--- src/inc/pin_mux_consts.svh ---
`ifndef PIN_MUX_CONSTS_SVH
`define PIN_MUX_CONSTS_SVH

// ==========================================================================
// Register byte offsets
`define OFS_USB_CTRL_STAT 8'h00
`define OFS_PB_ALT_SEL 8'h04
`define OFS_PC_ALT_SEL 8'h08
`define OFS_PC_WAVE_SEL 8'h0c
`define OFS_IFACE_CFG 8'h10
`define OFS_IRQ_EDGE_SEL 8'h14
`define OFS_PB_OUT_DATA 8'h18
`define OFS_PB_DIR 8'h1c
`define OFS_PC_OUT_DATA 8'h20
`define OFS_PC_DIR 8'h24
`define OFS_PIN_STATE 8'h28

// ==========================================================================
// Field positions
`define USB_ATTACH_OE_BIT 2
`define USB_ATTACH_LVL_BIT 3
`define PIN_STATE_PC_LSB 5
`define IRQ0_EDGE_BIT 0
`define IRQ1_EDGE_BIT 1

// ==========================================================================
// Reset values
`define RST_USB_CTRL_STAT 4'h0
`define RST_PB_ALT 5'h00
`define RST_PC_ALT 4'h0
`define RST_PC_WAVE 4'h0
`define RST_IFACE_CFG 2'h0
`define RST_IRQ_EDGE 2'h0
`define RST_PB_DATA 5'h00
`define RST_PC_DATA 4'h0

`endif

--- src/inc/pin_mux_pkg.sv ---
package pin_mux_pkg;

  typedef enum logic [2:0] {
    FN_GPIO = 3'h0,
    FN_CORE = 3'h1,
    FN_MEM = 3'h2,
    FN_WAVE = 3'h3,
    FN_FIFO = 3'h4
  } pin_func_t;

endpackage

--- src/inc/irq_det_if.sv ---
`timescale 1ns/1ps

interface irq_det_if;
  logic level;
  logic enable;
  logic edge_mode;
  logic active_low;
  logic req;

  modport det (
    input level,
    input enable,
    input edge_mode,
    input active_low,
    output req
  );

  modport user (
    output level,
    output enable,
    output edge_mode,
    output active_low,
    input req
  );
endinterface

--- src/hw/irq_sense.sv ---
`timescale 1ns/1ps

module irq_sense (
  input wire logic clk,
  input wire logic rst,
  irq_det_if.det port
);

  logic active;
  logic prev_active_r;
  logic req_r;

  assign active = port.level ^ port.active_low;

  // Start as if already asserted so a pin sitting active at release
  // does not look like a fresh edge
  always_ff @(posedge clk or posedge rst)
  begin
    if (rst)
      prev_active_r <= 1'b1;
    else
      prev_active_r <= active;
  end

  always_ff @(posedge clk or posedge rst)
  begin
    if (rst)
      req_r <= 1'b0;
    else if (port.edge_mode)
      req_r <= port.enable & active & ~prev_active_r;
    else
      req_r <= port.enable & active;
  end

  assign port.req = req_r;

endmodule // irq_sense

--- src/hw/usb_micro_port_pin_mux.sv ---
// Local design decisions: register access over APB and the register addresses.
`timescale 1ns/1ps
`include "pin_mux_consts.svh"

module usb_micro_port_pin_mux #(
  parameter logic ALT_ON = 1'b1,
  parameter logic WAVE_ON = 1'b1,
  parameter logic [1:0] IFCFG_MEM = 2'h1,
  parameter logic [1:0] IFCFG_WAVE = 2'h2,
  parameter logic [1:0] IFCFG_FIFO = 2'h3
) (
  input wire logic SYS_CLK,
  input wire logic SYS_RST,
  input wire logic PSEL,
  input wire logic PENABLE,
  input wire logic PWRITE,
  input wire logic [7:0] PADDR,
  input wire logic [31:0] PWDATA,
  output logic [31:0] PRDATA,
  output logic PREADY,
  output logic PSLVERR,
  output logic USB_ATTACH_PULLUP_OUT,
  output logic USB_ATTACH_PULLUP_OE,
  input wire logic [4:0] PB_IN,
  output logic [4:0] PB_OUT,
  output logic [4:0] PB_OE,
  input wire logic [3:0] PC_IN,
  output logic [3:0] PC_OUT,
  output logic [3:0] PC_OE,
  input wire logic SERIAL1_TX,
  input wire logic SERIAL0_TX,
  output logic SERIAL0_RX,
  input wire logic TIMER2_OVERFLOW,
  input wire logic [4:0] FIFO_A_WR_DATA,
  input wire logic FIFO_A_DRIVE,
  output logic [4:0] FIFO_A_RD_DATA,
  input wire logic [4:0] WAVEFORM_DATA_A_WR,
  input wire logic WAVEFORM_DATA_A_DRIVE,
  output logic [4:0] WAVEFORM_DATA_A_RD,
  input wire logic [4:0] MEM_DATA_WR,
  input wire logic MEM_DATA_DRIVE,
  output logic [4:0] MEM_DATA_RD,
  output logic [2:0] WAVEFORM_READY,
  output logic EXT_IRQ4_REQ,
  output logic EXT_IRQ5_REQ,
  output logic EXT_IRQ6_REQ,
  output logic EXT_IRQ0_REQ,
  output logic EXT_IRQ1_REQ,
  output logic [8:0] PIN_STATE_FAST
);

  // Two equal codes would make one bus mode unreachable
  if (IFCFG_MEM == IFCFG_WAVE || IFCFG_MEM == IFCFG_FIFO || IFCFG_WAVE == IFCFG_FIFO)
  begin : g_cfg_check
    $error("Interface config codes must differ");
  end

  // ==========================================================================
  // Registers
  logic usb_oe_r;
  logic usb_lvl_r;
  logic [4:0] pb_alt_r;
  logic [3:0] pc_alt_r;
  logic [3:0] pc_wave_r;
  logic [1:0] ifcfg_r;
  logic [1:0] irq_edge_r;
  logic [4:0] pb_data_r;
  logic [4:0] pb_dir_r;
  logic [3:0] pc_data_r;
  logic [3:0] pc_dir_r;
  logic [31:0] rdata_nxt;
  logic [31:0] prdata_r;
  logic addr_ok;
  logic wr_en;
  logic [8:0] pin_meta_r;
  logic [8:0] pin_sync_r;
  logic [4:0] pb_s;
  logic [3:0] pc_s;

  assign wr_en = PSEL & PENABLE & PWRITE;

  always_ff @(posedge SYS_CLK or posedge SYS_RST)
  begin
    if (SYS_RST)
    begin
      usb_oe_r <= 1'b0;
      usb_lvl_r <= 1'b0;
      pb_alt_r <= `RST_PB_ALT;
      pc_alt_r <= `RST_PC_ALT;
      pc_wave_r <= `RST_PC_WAVE;
      ifcfg_r <= `RST_IFACE_CFG;
      irq_edge_r <= `RST_IRQ_EDGE;
      pb_data_r <= `RST_PB_DATA;
      pb_dir_r <= `RST_PB_DATA;
      pc_data_r <= `RST_PC_DATA;
      pc_dir_r <= `RST_PC_DATA;
    end
    else if (wr_en)
    begin
      unique case (PADDR)
        `OFS_USB_CTRL_STAT:
        begin
          usb_oe_r <= PWDATA[`USB_ATTACH_OE_BIT];
          usb_lvl_r <= PWDATA[`USB_ATTACH_LVL_BIT];
        end
        `OFS_PB_ALT_SEL: pb_alt_r <= PWDATA[4:0];
        `OFS_PC_ALT_SEL: pc_alt_r <= PWDATA[3:0];
        `OFS_PC_WAVE_SEL: pc_wave_r <= {PWDATA[3], 1'b0, PWDATA[1:0]};
        `OFS_IFACE_CFG: ifcfg_r <= PWDATA[1:0];
        `OFS_IRQ_EDGE_SEL: irq_edge_r <= PWDATA[1:0];
        `OFS_PB_OUT_DATA: pb_data_r <= PWDATA[4:0];
        `OFS_PB_DIR: pb_dir_r <= PWDATA[4:0];
        `OFS_PC_OUT_DATA: pc_data_r <= PWDATA[3:0];
        `OFS_PC_DIR: pc_dir_r <= PWDATA[3:0];
        default: ;
      endcase
    end
  end

  always_comb
  begin
    addr_ok = 1'b1;
    rdata_nxt = 32'h0;
    unique case (PADDR)
      `OFS_USB_CTRL_STAT:
      begin
        rdata_nxt[`USB_ATTACH_OE_BIT] = usb_oe_r;
        rdata_nxt[`USB_ATTACH_LVL_BIT] = usb_lvl_r;
      end
      `OFS_PB_ALT_SEL: rdata_nxt[4:0] = pb_alt_r;
      `OFS_PC_ALT_SEL: rdata_nxt[3:0] = pc_alt_r;
      `OFS_PC_WAVE_SEL: rdata_nxt[3:0] = pc_wave_r;
      `OFS_IFACE_CFG: rdata_nxt[1:0] = ifcfg_r;
      `OFS_IRQ_EDGE_SEL: rdata_nxt[1:0] = irq_edge_r;
      `OFS_PB_OUT_DATA: rdata_nxt[4:0] = pb_data_r;
      `OFS_PB_DIR: rdata_nxt[4:0] = pb_dir_r;
      `OFS_PC_OUT_DATA: rdata_nxt[3:0] = pc_data_r;
      `OFS_PC_DIR: rdata_nxt[3:0] = pc_dir_r;
      `OFS_PIN_STATE: rdata_nxt[8:0] = pin_sync_r;
      default: addr_ok = 1'b0;
    endcase
  end

  // Read data is captured in the setup cycle so it comes from a flop
  always_ff @(posedge SYS_CLK or posedge SYS_RST)
  begin
    if (SYS_RST)
      prdata_r <= 32'h0;
    else if (PSEL & ~PENABLE & ~PWRITE)
      prdata_r <= rdata_nxt;
  end

  assign PRDATA = prdata_r;
  assign PREADY = 1'b1;
  assign PSLVERR = PSEL & PENABLE & ~addr_ok;

  // ==========================================================================
  // USB attach pull-up
  assign USB_ATTACH_PULLUP_OE = usb_oe_r;
  assign USB_ATTACH_PULLUP_OUT = ~usb_lvl_r;

  // ==========================================================================
  // Pin synchronisers
  always_ff @(posedge SYS_CLK or posedge SYS_RST)
  begin
    if (SYS_RST)
    begin
      pin_meta_r <= 9'h000;
      pin_sync_r <= 9'h000;
    end
    else
    begin
      pin_meta_r <= {PC_IN, PB_IN};
      pin_sync_r <= pin_meta_r;
    end
  end

  assign pb_s = pin_sync_r[4:0];
  assign pc_s = pin_sync_r[8:5];
  // Fast view for the core's bit access; same sampling as the register
  assign PIN_STATE_FAST = pin_sync_r;

  // ==========================================================================
  // Function decode
  function automatic pin_mux_pkg::pin_func_t pb_func(input logic alt, input logic [1:0] cfg);
    pin_mux_pkg::pin_func_t f;
    f = pin_mux_pkg::FN_GPIO;
    if (cfg == IFCFG_FIFO)
      f = pin_mux_pkg::FN_FIFO;
    else if (cfg == IFCFG_WAVE)
      f = pin_mux_pkg::FN_WAVE;
    else if (alt == ALT_ON)
      f = pin_mux_pkg::FN_CORE;
    else if (cfg == IFCFG_MEM)
      f = pin_mux_pkg::FN_MEM;
    return f;
  endfunction

  function automatic pin_mux_pkg::pin_func_t pc_func(input logic alt, input logic wave);
    pin_mux_pkg::pin_func_t f;
    f = pin_mux_pkg::FN_GPIO;
    if (wave == WAVE_ON)
      f = pin_mux_pkg::FN_WAVE;
    else if (alt == ALT_ON)
      f = pin_mux_pkg::FN_CORE;
    return f;
  endfunction

  pin_mux_pkg::pin_func_t pb_fn [5];
  pin_mux_pkg::pin_func_t pc_fn [4];

  always_comb
  begin
    for (int i = 0; i < 5; i++)
      pb_fn[i] = pb_func(pb_alt_r[i], ifcfg_r);
    for (int j = 0; j < 4; j++)
      pc_fn[j] = pc_func(pc_alt_r[j], pc_wave_r[j]);
  end

  // ==========================================================================
  // Port B drive; core-side outputs per bit: 3 serial, 7 timer, rest inputs
  logic [4:0] pb_core_out;
  logic [4:0] pb_core_oe;
  assign pb_core_out = {TIMER2_OVERFLOW, 3'h0, SERIAL1_TX};
  assign pb_core_oe = 5'h11;

  always_ff @(posedge SYS_CLK or posedge SYS_RST)
  begin
    if (SYS_RST)
    begin
      PB_OUT <= 5'h00;
      PB_OE <= 5'h00;
    end
    else
    begin
      for (int i = 0; i < 5; i++)
      begin
        unique case (pb_fn[i])
          pin_mux_pkg::FN_CORE:
          begin
            PB_OUT[i] <= pb_core_out[i];
            PB_OE[i] <= pb_core_oe[i];
          end
          pin_mux_pkg::FN_FIFO:
          begin
            PB_OUT[i] <= FIFO_A_WR_DATA[i];
            PB_OE[i] <= FIFO_A_DRIVE;
          end
          pin_mux_pkg::FN_WAVE:
          begin
            PB_OUT[i] <= WAVEFORM_DATA_A_WR[i];
            PB_OE[i] <= WAVEFORM_DATA_A_DRIVE;
          end
          pin_mux_pkg::FN_MEM:
          begin
            PB_OUT[i] <= MEM_DATA_WR[i];
            PB_OE[i] <= MEM_DATA_DRIVE;
          end
          default:
          begin
            PB_OUT[i] <= pb_data_r[i];
            PB_OE[i] <= pb_dir_r[i];
          end
        endcase
      end
    end
  end

  // Inbound data buses follow the pins only in their own mode
  always_comb
  begin
    for (int i = 0; i < 5; i++)
    begin
      FIFO_A_RD_DATA[i] = (pb_fn[i] == pin_mux_pkg::FN_FIFO) & pb_s[i];
      WAVEFORM_DATA_A_RD[i] = (pb_fn[i] == pin_mux_pkg::FN_WAVE) & pb_s[i];
      MEM_DATA_RD[i] = (pb_fn[i] == pin_mux_pkg::FN_MEM) & pb_s[i];
    end
  end

  // ==========================================================================
  // Port C drive; only bit 1 has a core output
  always_ff @(posedge SYS_CLK or posedge SYS_RST)
  begin
    if (SYS_RST)
    begin
      PC_OUT <= 4'h0;
      PC_OE <= 4'h0;
    end
    else
    begin
      for (int j = 0; j < 4; j++)
      begin
        if (pc_fn[j] == pin_mux_pkg::FN_GPIO)
        begin
          PC_OUT[j] <= pc_data_r[j];
          PC_OE[j] <= pc_dir_r[j];
        end
        else if (j == 1 && pc_fn[j] == pin_mux_pkg::FN_CORE)
        begin
          PC_OUT[j] <= SERIAL0_TX;
          PC_OE[j] <= 1'b1;
        end
        else
        begin
          PC_OUT[j] <= 1'b0;
          PC_OE[j] <= 1'b0;
        end
      end
    end
  end

  always_ff @(posedge SYS_CLK or posedge SYS_RST)
  begin
    if (SYS_RST)
      SERIAL0_RX <= 1'b1;
    else if (pc_fn[0] == pin_mux_pkg::FN_CORE)
      SERIAL0_RX <= pc_s[0];
    else
      SERIAL0_RX <= 1'b1;
  end

  assign WAVEFORM_READY = {pc_s[3] & (pc_fn[3] == pin_mux_pkg::FN_WAVE),
                           pc_s[1] & (pc_fn[1] == pin_mux_pkg::FN_WAVE),
                           pc_s[0] & (pc_fn[0] == pin_mux_pkg::FN_WAVE)};

  // ==========================================================================
  // Interrupt inputs: 4, 5, 6 on port B; 0, 1 on port C
  irq_det_if irq_if [5] ();
  logic [4:0] irq_lvl;
  logic [4:0] irq_en;
  logic [4:0] irq_edge;
  logic [4:0] irq_low;
  logic [4:0] irq_req;

  assign irq_lvl = {pc_s[3], pc_s[2], pb_s[3], pb_s[2], pb_s[1]};
  assign irq_en = {pc_fn[3] == pin_mux_pkg::FN_CORE, pc_fn[2] == pin_mux_pkg::FN_CORE,
                   pb_fn[3] == pin_mux_pkg::FN_CORE, pb_fn[2] == pin_mux_pkg::FN_CORE,
                   pb_fn[1] == pin_mux_pkg::FN_CORE};
  assign irq_edge = {irq_edge_r[`IRQ1_EDGE_BIT], irq_edge_r[`IRQ0_EDGE_BIT], 3'h7};
  assign irq_low = 5'h1a;

  for (genvar k = 0; k < 5; k++)
  begin : g_irq
    assign irq_if[k].level = irq_lvl[k];
    assign irq_if[k].enable = irq_en[k];
    assign irq_if[k].edge_mode = irq_edge[k];
    assign irq_if[k].active_low = irq_low[k];
    assign irq_req[k] = irq_if[k].req;
    irq_sense u_sense (
      .clk(SYS_CLK),
      .rst(SYS_RST),
      .port(irq_if[k])
    );
  end

  assign EXT_IRQ4_REQ = irq_req[0];
  assign EXT_IRQ5_REQ = irq_req[1];
  assign EXT_IRQ6_REQ = irq_req[2];
  assign EXT_IRQ0_REQ = irq_req[3];
  assign EXT_IRQ1_REQ = irq_req[4];
endmodule // usb_micro_port_pin_mux

--- config.mk ---
export PLATFORM = sky130hd
export DESIGN_NAME = usb_micro_port_pin_mux
export DESIGN_NICKNAME = d
export VERILOG_FILES = /design/src/inc/pin_mux_pkg.sv /design/src/inc/irq_det_if.sv /design/src/hw/irq_sense.sv /design/src/hw/usb_micro_port_pin_mux.sv
export VERILOG_INCLUDE_DIRS = /design/src /design/src/inc
export SDC_FILE = /design/constraint.sdc
export NUM_CORES = 1
export LEC_CHECK = 0
export CELL_PAD_IN_SITES_DETAIL_PLACEMENT = 0
export CELL_PAD_IN_SITES_GLOBAL_PLACEMENT = 2
export CORE_MARGIN = 2
export CORE_UTILIZATION = 35
export CTS_CLUSTER_SIZE = 10
export DETAILED_ROUTE_END_ITERATION = 10
export DONT_BUFFER_PORTS = 1
export PLACE_DENSITY_LB_ADDON = 0.08
export SLEW_MARGIN = 10
export SYNTH_ARGS = -nofsm -noshare
export SYNTH_HDL_FRONTEND = slang
export SYNTH_SLANG_ARGS = --single-unit
--- constraint.sdc ---
create_clock -name SYS_CLK -period 2.6 [get_ports SYS_CLK]
set_input_delay 0.26 -clock SYS_CLK [delete_from_list [all_inputs] [get_ports SYS_CLK]]
set_output_delay 0.26 -clock SYS_CLK [all_outputs]
set_load 0.01 [all_outputs]
==> reports/summary.json <==
{
  "clockBufferDepth": {"value": 2},
  "netlist-cell-type-count": {"value": 52},
  "antenna_left": {"value": 0},
  "worst_hold_slack": {"value": 52.99, "unit": "ps"},
  "drtPass1Iterations": {"value": 5},
  "yosysWarnings": {"value": 0},
  "cts_tree": {"value": "built"},
  "worstReg2RegEnd": {"value": "PRDATA[1]"},
  "power-per-cell-area": {"value": 656.3, "unit": "nW/um^2"},
  "top_level_ports": {"value": 162},
  "met2_length": {"value": 5061, "unit": "um"},
  "grt_setup_unrepaired": {"value": "no"},
  "share_comb_of_total_power": {"value": 4.6, "unit": "%"},
  "run_status": {"value": "complete, no violations"},
  "synth.most_common_cell": {"value": "sky130_fd_sc_hd__dfrtp_1"},
  "track_usage": {"value": 17.25, "unit": "%"},
  "grt_max_degree": {"value": 47},
  "via_count_of_the_first_global_routing_pass": {"value": 2909},
  "die_w": {"value": 114.8, "unit": "um"},
  "yosys.area.top_type_share": {"value": 50.13, "unit": "%"},
  "synth_area_leader_cell": {"value": "sky130_fd_sc_hd__dfrtp_1"},
  "slew_headroom": {"value": 37.54, "unit": "%"},
  "worst_hold_path.num_cells": {"value": 1},
  "initial_utilization": {"value": 35.74, "unit": "%"},
  "drc": {"value": 0},
  "cts_resized": {"value": 0},
  "detailedRoute.firstIterationViolations": {"value": 129},
  "ys_top_cells_by_count": {"value": "sky130_fd_sc_hd__dfrtp_1, sky130_fd_sc_hd__mux2_2, sky130_fd_sc_hd__buf_4"},
  "nets": {"value": 447},
  "hold_end": {"value": "pb_alt_r[3]"},
  "layout_min_cycle_time": {"value": 2046, "unit": "ps"},
  "power.leakage": {"value": 2.245, "unit": "nW"},
  "timing_max_transition_violations_final": {"value": 0},
  "met1Wirelength": {"value": 4860, "unit": "um"},
  "avgViaCountPerCell": {"value": 5.284},
  "multi_input_area": {"value": 1752, "unit": "um^2"},
  "postSynthAreaPerCell": {"value": 11.73, "unit": "um^2"},
  "syn_area": {"value": 4293, "unit": "um^2"},
  "synth-edff-count": {"value": 0},
  "wl": {"value": 10780, "unit": "um"},
  "flow.area_growth_from_synthesis": {"value": 10.93, "unit": "%"},
  "fraction_of_registers_with_async_set_reset": {"value": 100.0, "unit": "%"},
  "netlist_top_cells_area": {"value": "sky130_fd_sc_hd__dfrtp_1, sky130_fd_sc_hd__mux2_2, sky130_fd_sc_hd__buf_4, sky130_fd_sc_hd__dfstp_2, sky130_fd_sc_hd__nand2_1"},
  "worst-endpoint-arrival": {"value": 1790, "unit": "ps"},
  "cts.sink_count": {"value": 92},
  "top_signal_layer_used": {"value": "met4"},
  "clkPwrFrac": {"value": 47.1, "unit": "%"},
  "power.total": {"value": 3.125, "unit": "mW"},
  "floorplan.core_area": {"value": 12010, "unit": "um^2"},
  "min_path_type": {"value": "in2reg"},
  "cell_count_after_synthesis": {"value": 366},
  "insertedDiodeCount": {"value": 0},
  "htree_levels": {"value": 3},
  "internal-power": {"value": 2.462, "unit": "mW"},
  "number_of_violations_of_the_max_capacitance_limit": {"value": 0},
  "clk_transition_reported_paths": {"value": 70, "unit": "ps"},
  "route.detailed.wl_per_inst": {"value": 20.57, "unit": "um"},
  "timing.setup.critical_path_class": {"value": "reg2out"},
  "met3_length": {"value": 717, "unit": "um"},
  "seq_power_share": {"value": 48.3, "unit": "%"},
  "critPathLaunchType": {"value": "flop"},
  "layout-drive-gt1-share": {"value": 21.75, "unit": "%"},
  "gr-total-overflow": {"value": 0},
  "dominantRegCellSynth": {"value": "sky130_fd_sc_hd__dfrtp_1"},
  "crit_path_end_kind": {"value": "output port"},
  "ff_latch_area": {"value": 2310, "unit": "um^2"},
  "sw_frac_of_total": {"value": 21.23, "unit": "%"},
  "r2r_slack": {"value": 900, "unit": "ps"},
  "routabilityCongestion": {"value": 0.7907},
  "hold_start": {"value": "PWDATA[3]"},
  "final.period_utilization": {"value": 78.69, "unit": "%"},
  "grt_pass1_wl": {"value": 16800, "unit": "um"},
  "final_number_of_setup_violating_endpoints": {"value": 0},
  "fp.dieArea": {"value": 13170, "unit": "um^2"},
  "worstReg2RegStart": {"value": "ifcfg_r[1]"},
  "post-dp-hpwl": {"value": 7828, "unit": "um"},
  "die-height": {"value": 114.8, "unit": "um"},
  "timing.clock.skew": {"value": 7.328, "unit": "ps"},
  "irDropWorstVdd": {"value": 254.4, "unit": "uV"},
  "place.port_buffers": {"value": 0},
  "synth_sequential_area_ratio": {"value": 53.80, "unit": "%"},
  "switchingPower": {"value": 0.6636, "unit": "mW"},
  "antenna_found_initial": {"value": 0},
  "num_vias": {"value": 2769},
  "synth.ff_latch_count": {"value": 92},
  "cts_root_buf": {"value": "sky130_fd_sc_hd__clkbuf_16"},
  "crit_path_max_fanout": {"value": 13},
  "reg2reg_depth": {"value": 3},
  "transition_at_the_pin_with_the_smallest_max_transition_slack": {"value": 928.3, "unit": "ps"},
  "fin_tns_setup": {"value": 0, "unit": "ps"},
  "cp.required": {"value": 2340, "unit": "ps"},
  "final_number_of_hold_violating_endpoints": {"value": 0},
  "max_freq": {"value": 488.8, "unit": "MHz"},
  "fp-row-count": {"value": 40},
  "cts_made_buffers": {"value": 9},
  "final.fill_count": {"value": 1181},
  "clk-insertion-delay-late": {"value": 350, "unit": "ps"}
}
## metrics by stage
step	setup slack, ps	util (%)	instances	instance area (um^2)
finish	554.1	39.65	524	4762
global route	386.6	39.65	524	4762
CTS	511.6	39.65	524	4762
detailed placement	803.5	36.04	498	4329
global placement	807.5	36.04	498	4329
floorplan	1019	-	388	4379
## cell type report
cell class	count	share of cell area, %
clock buffer	11	4.887
sequential	92	48.50
tap	147	3.862
multi-input combinational	246	36.78
inverter	8	0.7094
clock inverter	5	2.102
timing repair buffer	15	3.153
## power by group through the flow
stage	combinational (mW)	sequential (mW)	clock, mW
3_3_place_gp	0.132	1.54	0
4_1_cts	0.145	1.51	1.52
5_1_grt	0.160	1.51	1.57
6_report	0.142	1.51	1.47
2_1_floorplan	0.154	1.52	0
3_5_place_dp	0.133	1.54	0
## cell families after synthesis
kind of cell           after synthesis  synth area share, %
buffers and inverters               50                7.316
and+or+nand+nor                    120                16.06
DFF                                 92                53.80
AOI/OAI and AO/OA                   48                7.636
muxes                               54                15.01
other                                2               0.1749
## per-layer routing
| metal | vias up | track usage (%) |
|---|---|---|
| li1 | 1272 | - |
| met1 | 1406 | 22.79 |
| met2 | 78 | 26.19 |
| met3 | 13 | 7.116 |
| met4 | 0 | 4.980 |
| met5 | - | 0 |
## layout by cell type (no fill, tap or decap), types with 2 or more instances in the layout
master,count
sky130_fd_sc_hd__and3_1,11
sky130_fd_sc_hd__bufinv_16,3
sky130_fd_sc_hd__a22o_1,8
sky130_fd_sc_hd__mux2_2,43
sky130_fd_sc_hd__mux4_2,4
sky130_fd_sc_hd__inv_1,7
sky130_fd_sc_hd__clkbuf_1,2
sky130_fd_sc_hd__dlygate4sd3_1,10
sky130_fd_sc_hd__clkbuf_16,9
sky130_fd_sc_hd__nor4_2,2
sky130_fd_sc_hd__conb_1,24
sky130_fd_sc_hd__o2bb2ai_1,2
sky130_fd_sc_hd__nor4_1,6
sky130_fd_sc_hd__nor3b_1,5
sky130_fd_sc_hd__nand4_1,3
sky130_fd_sc_hd__clkinv_2,2
sky130_fd_sc_hd__and2_1,7
sky130_fd_sc_hd__buf_4,4
sky130_fd_sc_hd__dfrtp_1,86
sky130_fd_sc_hd__nor4bb_1,2
sky130_fd_sc_hd__mux2i_1,7
sky130_fd_sc_hd__a21boi_0,3
sky130_fd_sc_hd__nand3_1,8
sky130_fd_sc_hd__a211oi_1,2
sky130_fd_sc_hd__nor2_1,24
sky130_fd_sc_hd__nor3_1,4
sky130_fd_sc_hd__a21oi_1,13
sky130_fd_sc_hd__nor2b_1,5
sky130_fd_sc_hd__dfstp_2,6
sky130_fd_sc_hd__nand2_1,29
sky130_fd_sc_hd__o21ai_0,9
sky130_fd_sc_hd__a221oi_1,2
## worst max-delay path, stage by stage (launching register included)
cell,delay (ps)
sky130_fd_sc_hd__dfrtp_1,610
sky130_fd_sc_hd__inv_1,270
sky130_fd_sc_hd__nor2_1,320
sky130_fd_sc_hd__and2_1,230
## flip-flops by register name, indices dropped and copies added (netlist names)
signal and flops:
PB_OE 5, PB_OUT 5, PC_OE 4, PC_OUT 4
PIN_STATE_FAST 9, PRDATA 9, SERIAL0_RX 1, USB_ATTACH_PULLUP_OE 1
g_irq.u_sense.port.req 5, g_irq.u_sense.prev_active_r 5, ifcfg_r 2, irq_edge_r 2
pb_alt_r 5, pb_data_r 5, pb_dir_r 5, pc_alt_r 4
pc_data_r 4, pc_dir_r 4, pc_wave_r 3, pin_meta_r 9
usb_lvl_r 1
## how the worst max path moves through the flow
| stage | cells after the start | from | endpoint |
|---|---|---|---|
| after CTS | 3 | ifcfg_r[1] | WAVEFORM_DATA_A_RD[4] |
| after detailed placement | 3 | PADDR[3] | pc_data_r[3] |
| after global placement | 3 | PADDR[3] | pc_dir_r[0] |
| final | 3 | ifcfg_r[1] | WAVEFORM_DATA_A_RD[4] |
| after floorplan | 5 | PADDR[4] | pb_dir_r[0] |
| after global routing | 3 | ifcfg_r[1] | WAVEFORM_DATA_A_RD[4] |
## repair_timing
item,in CTS,in global routing
buffers inserted,0,0
endpoints found under the setup margin,0,0
hold buffers,10,0
endpoints found under the hold margin,32,0
No activity file was read; power rests on OpenSTA's default activity.
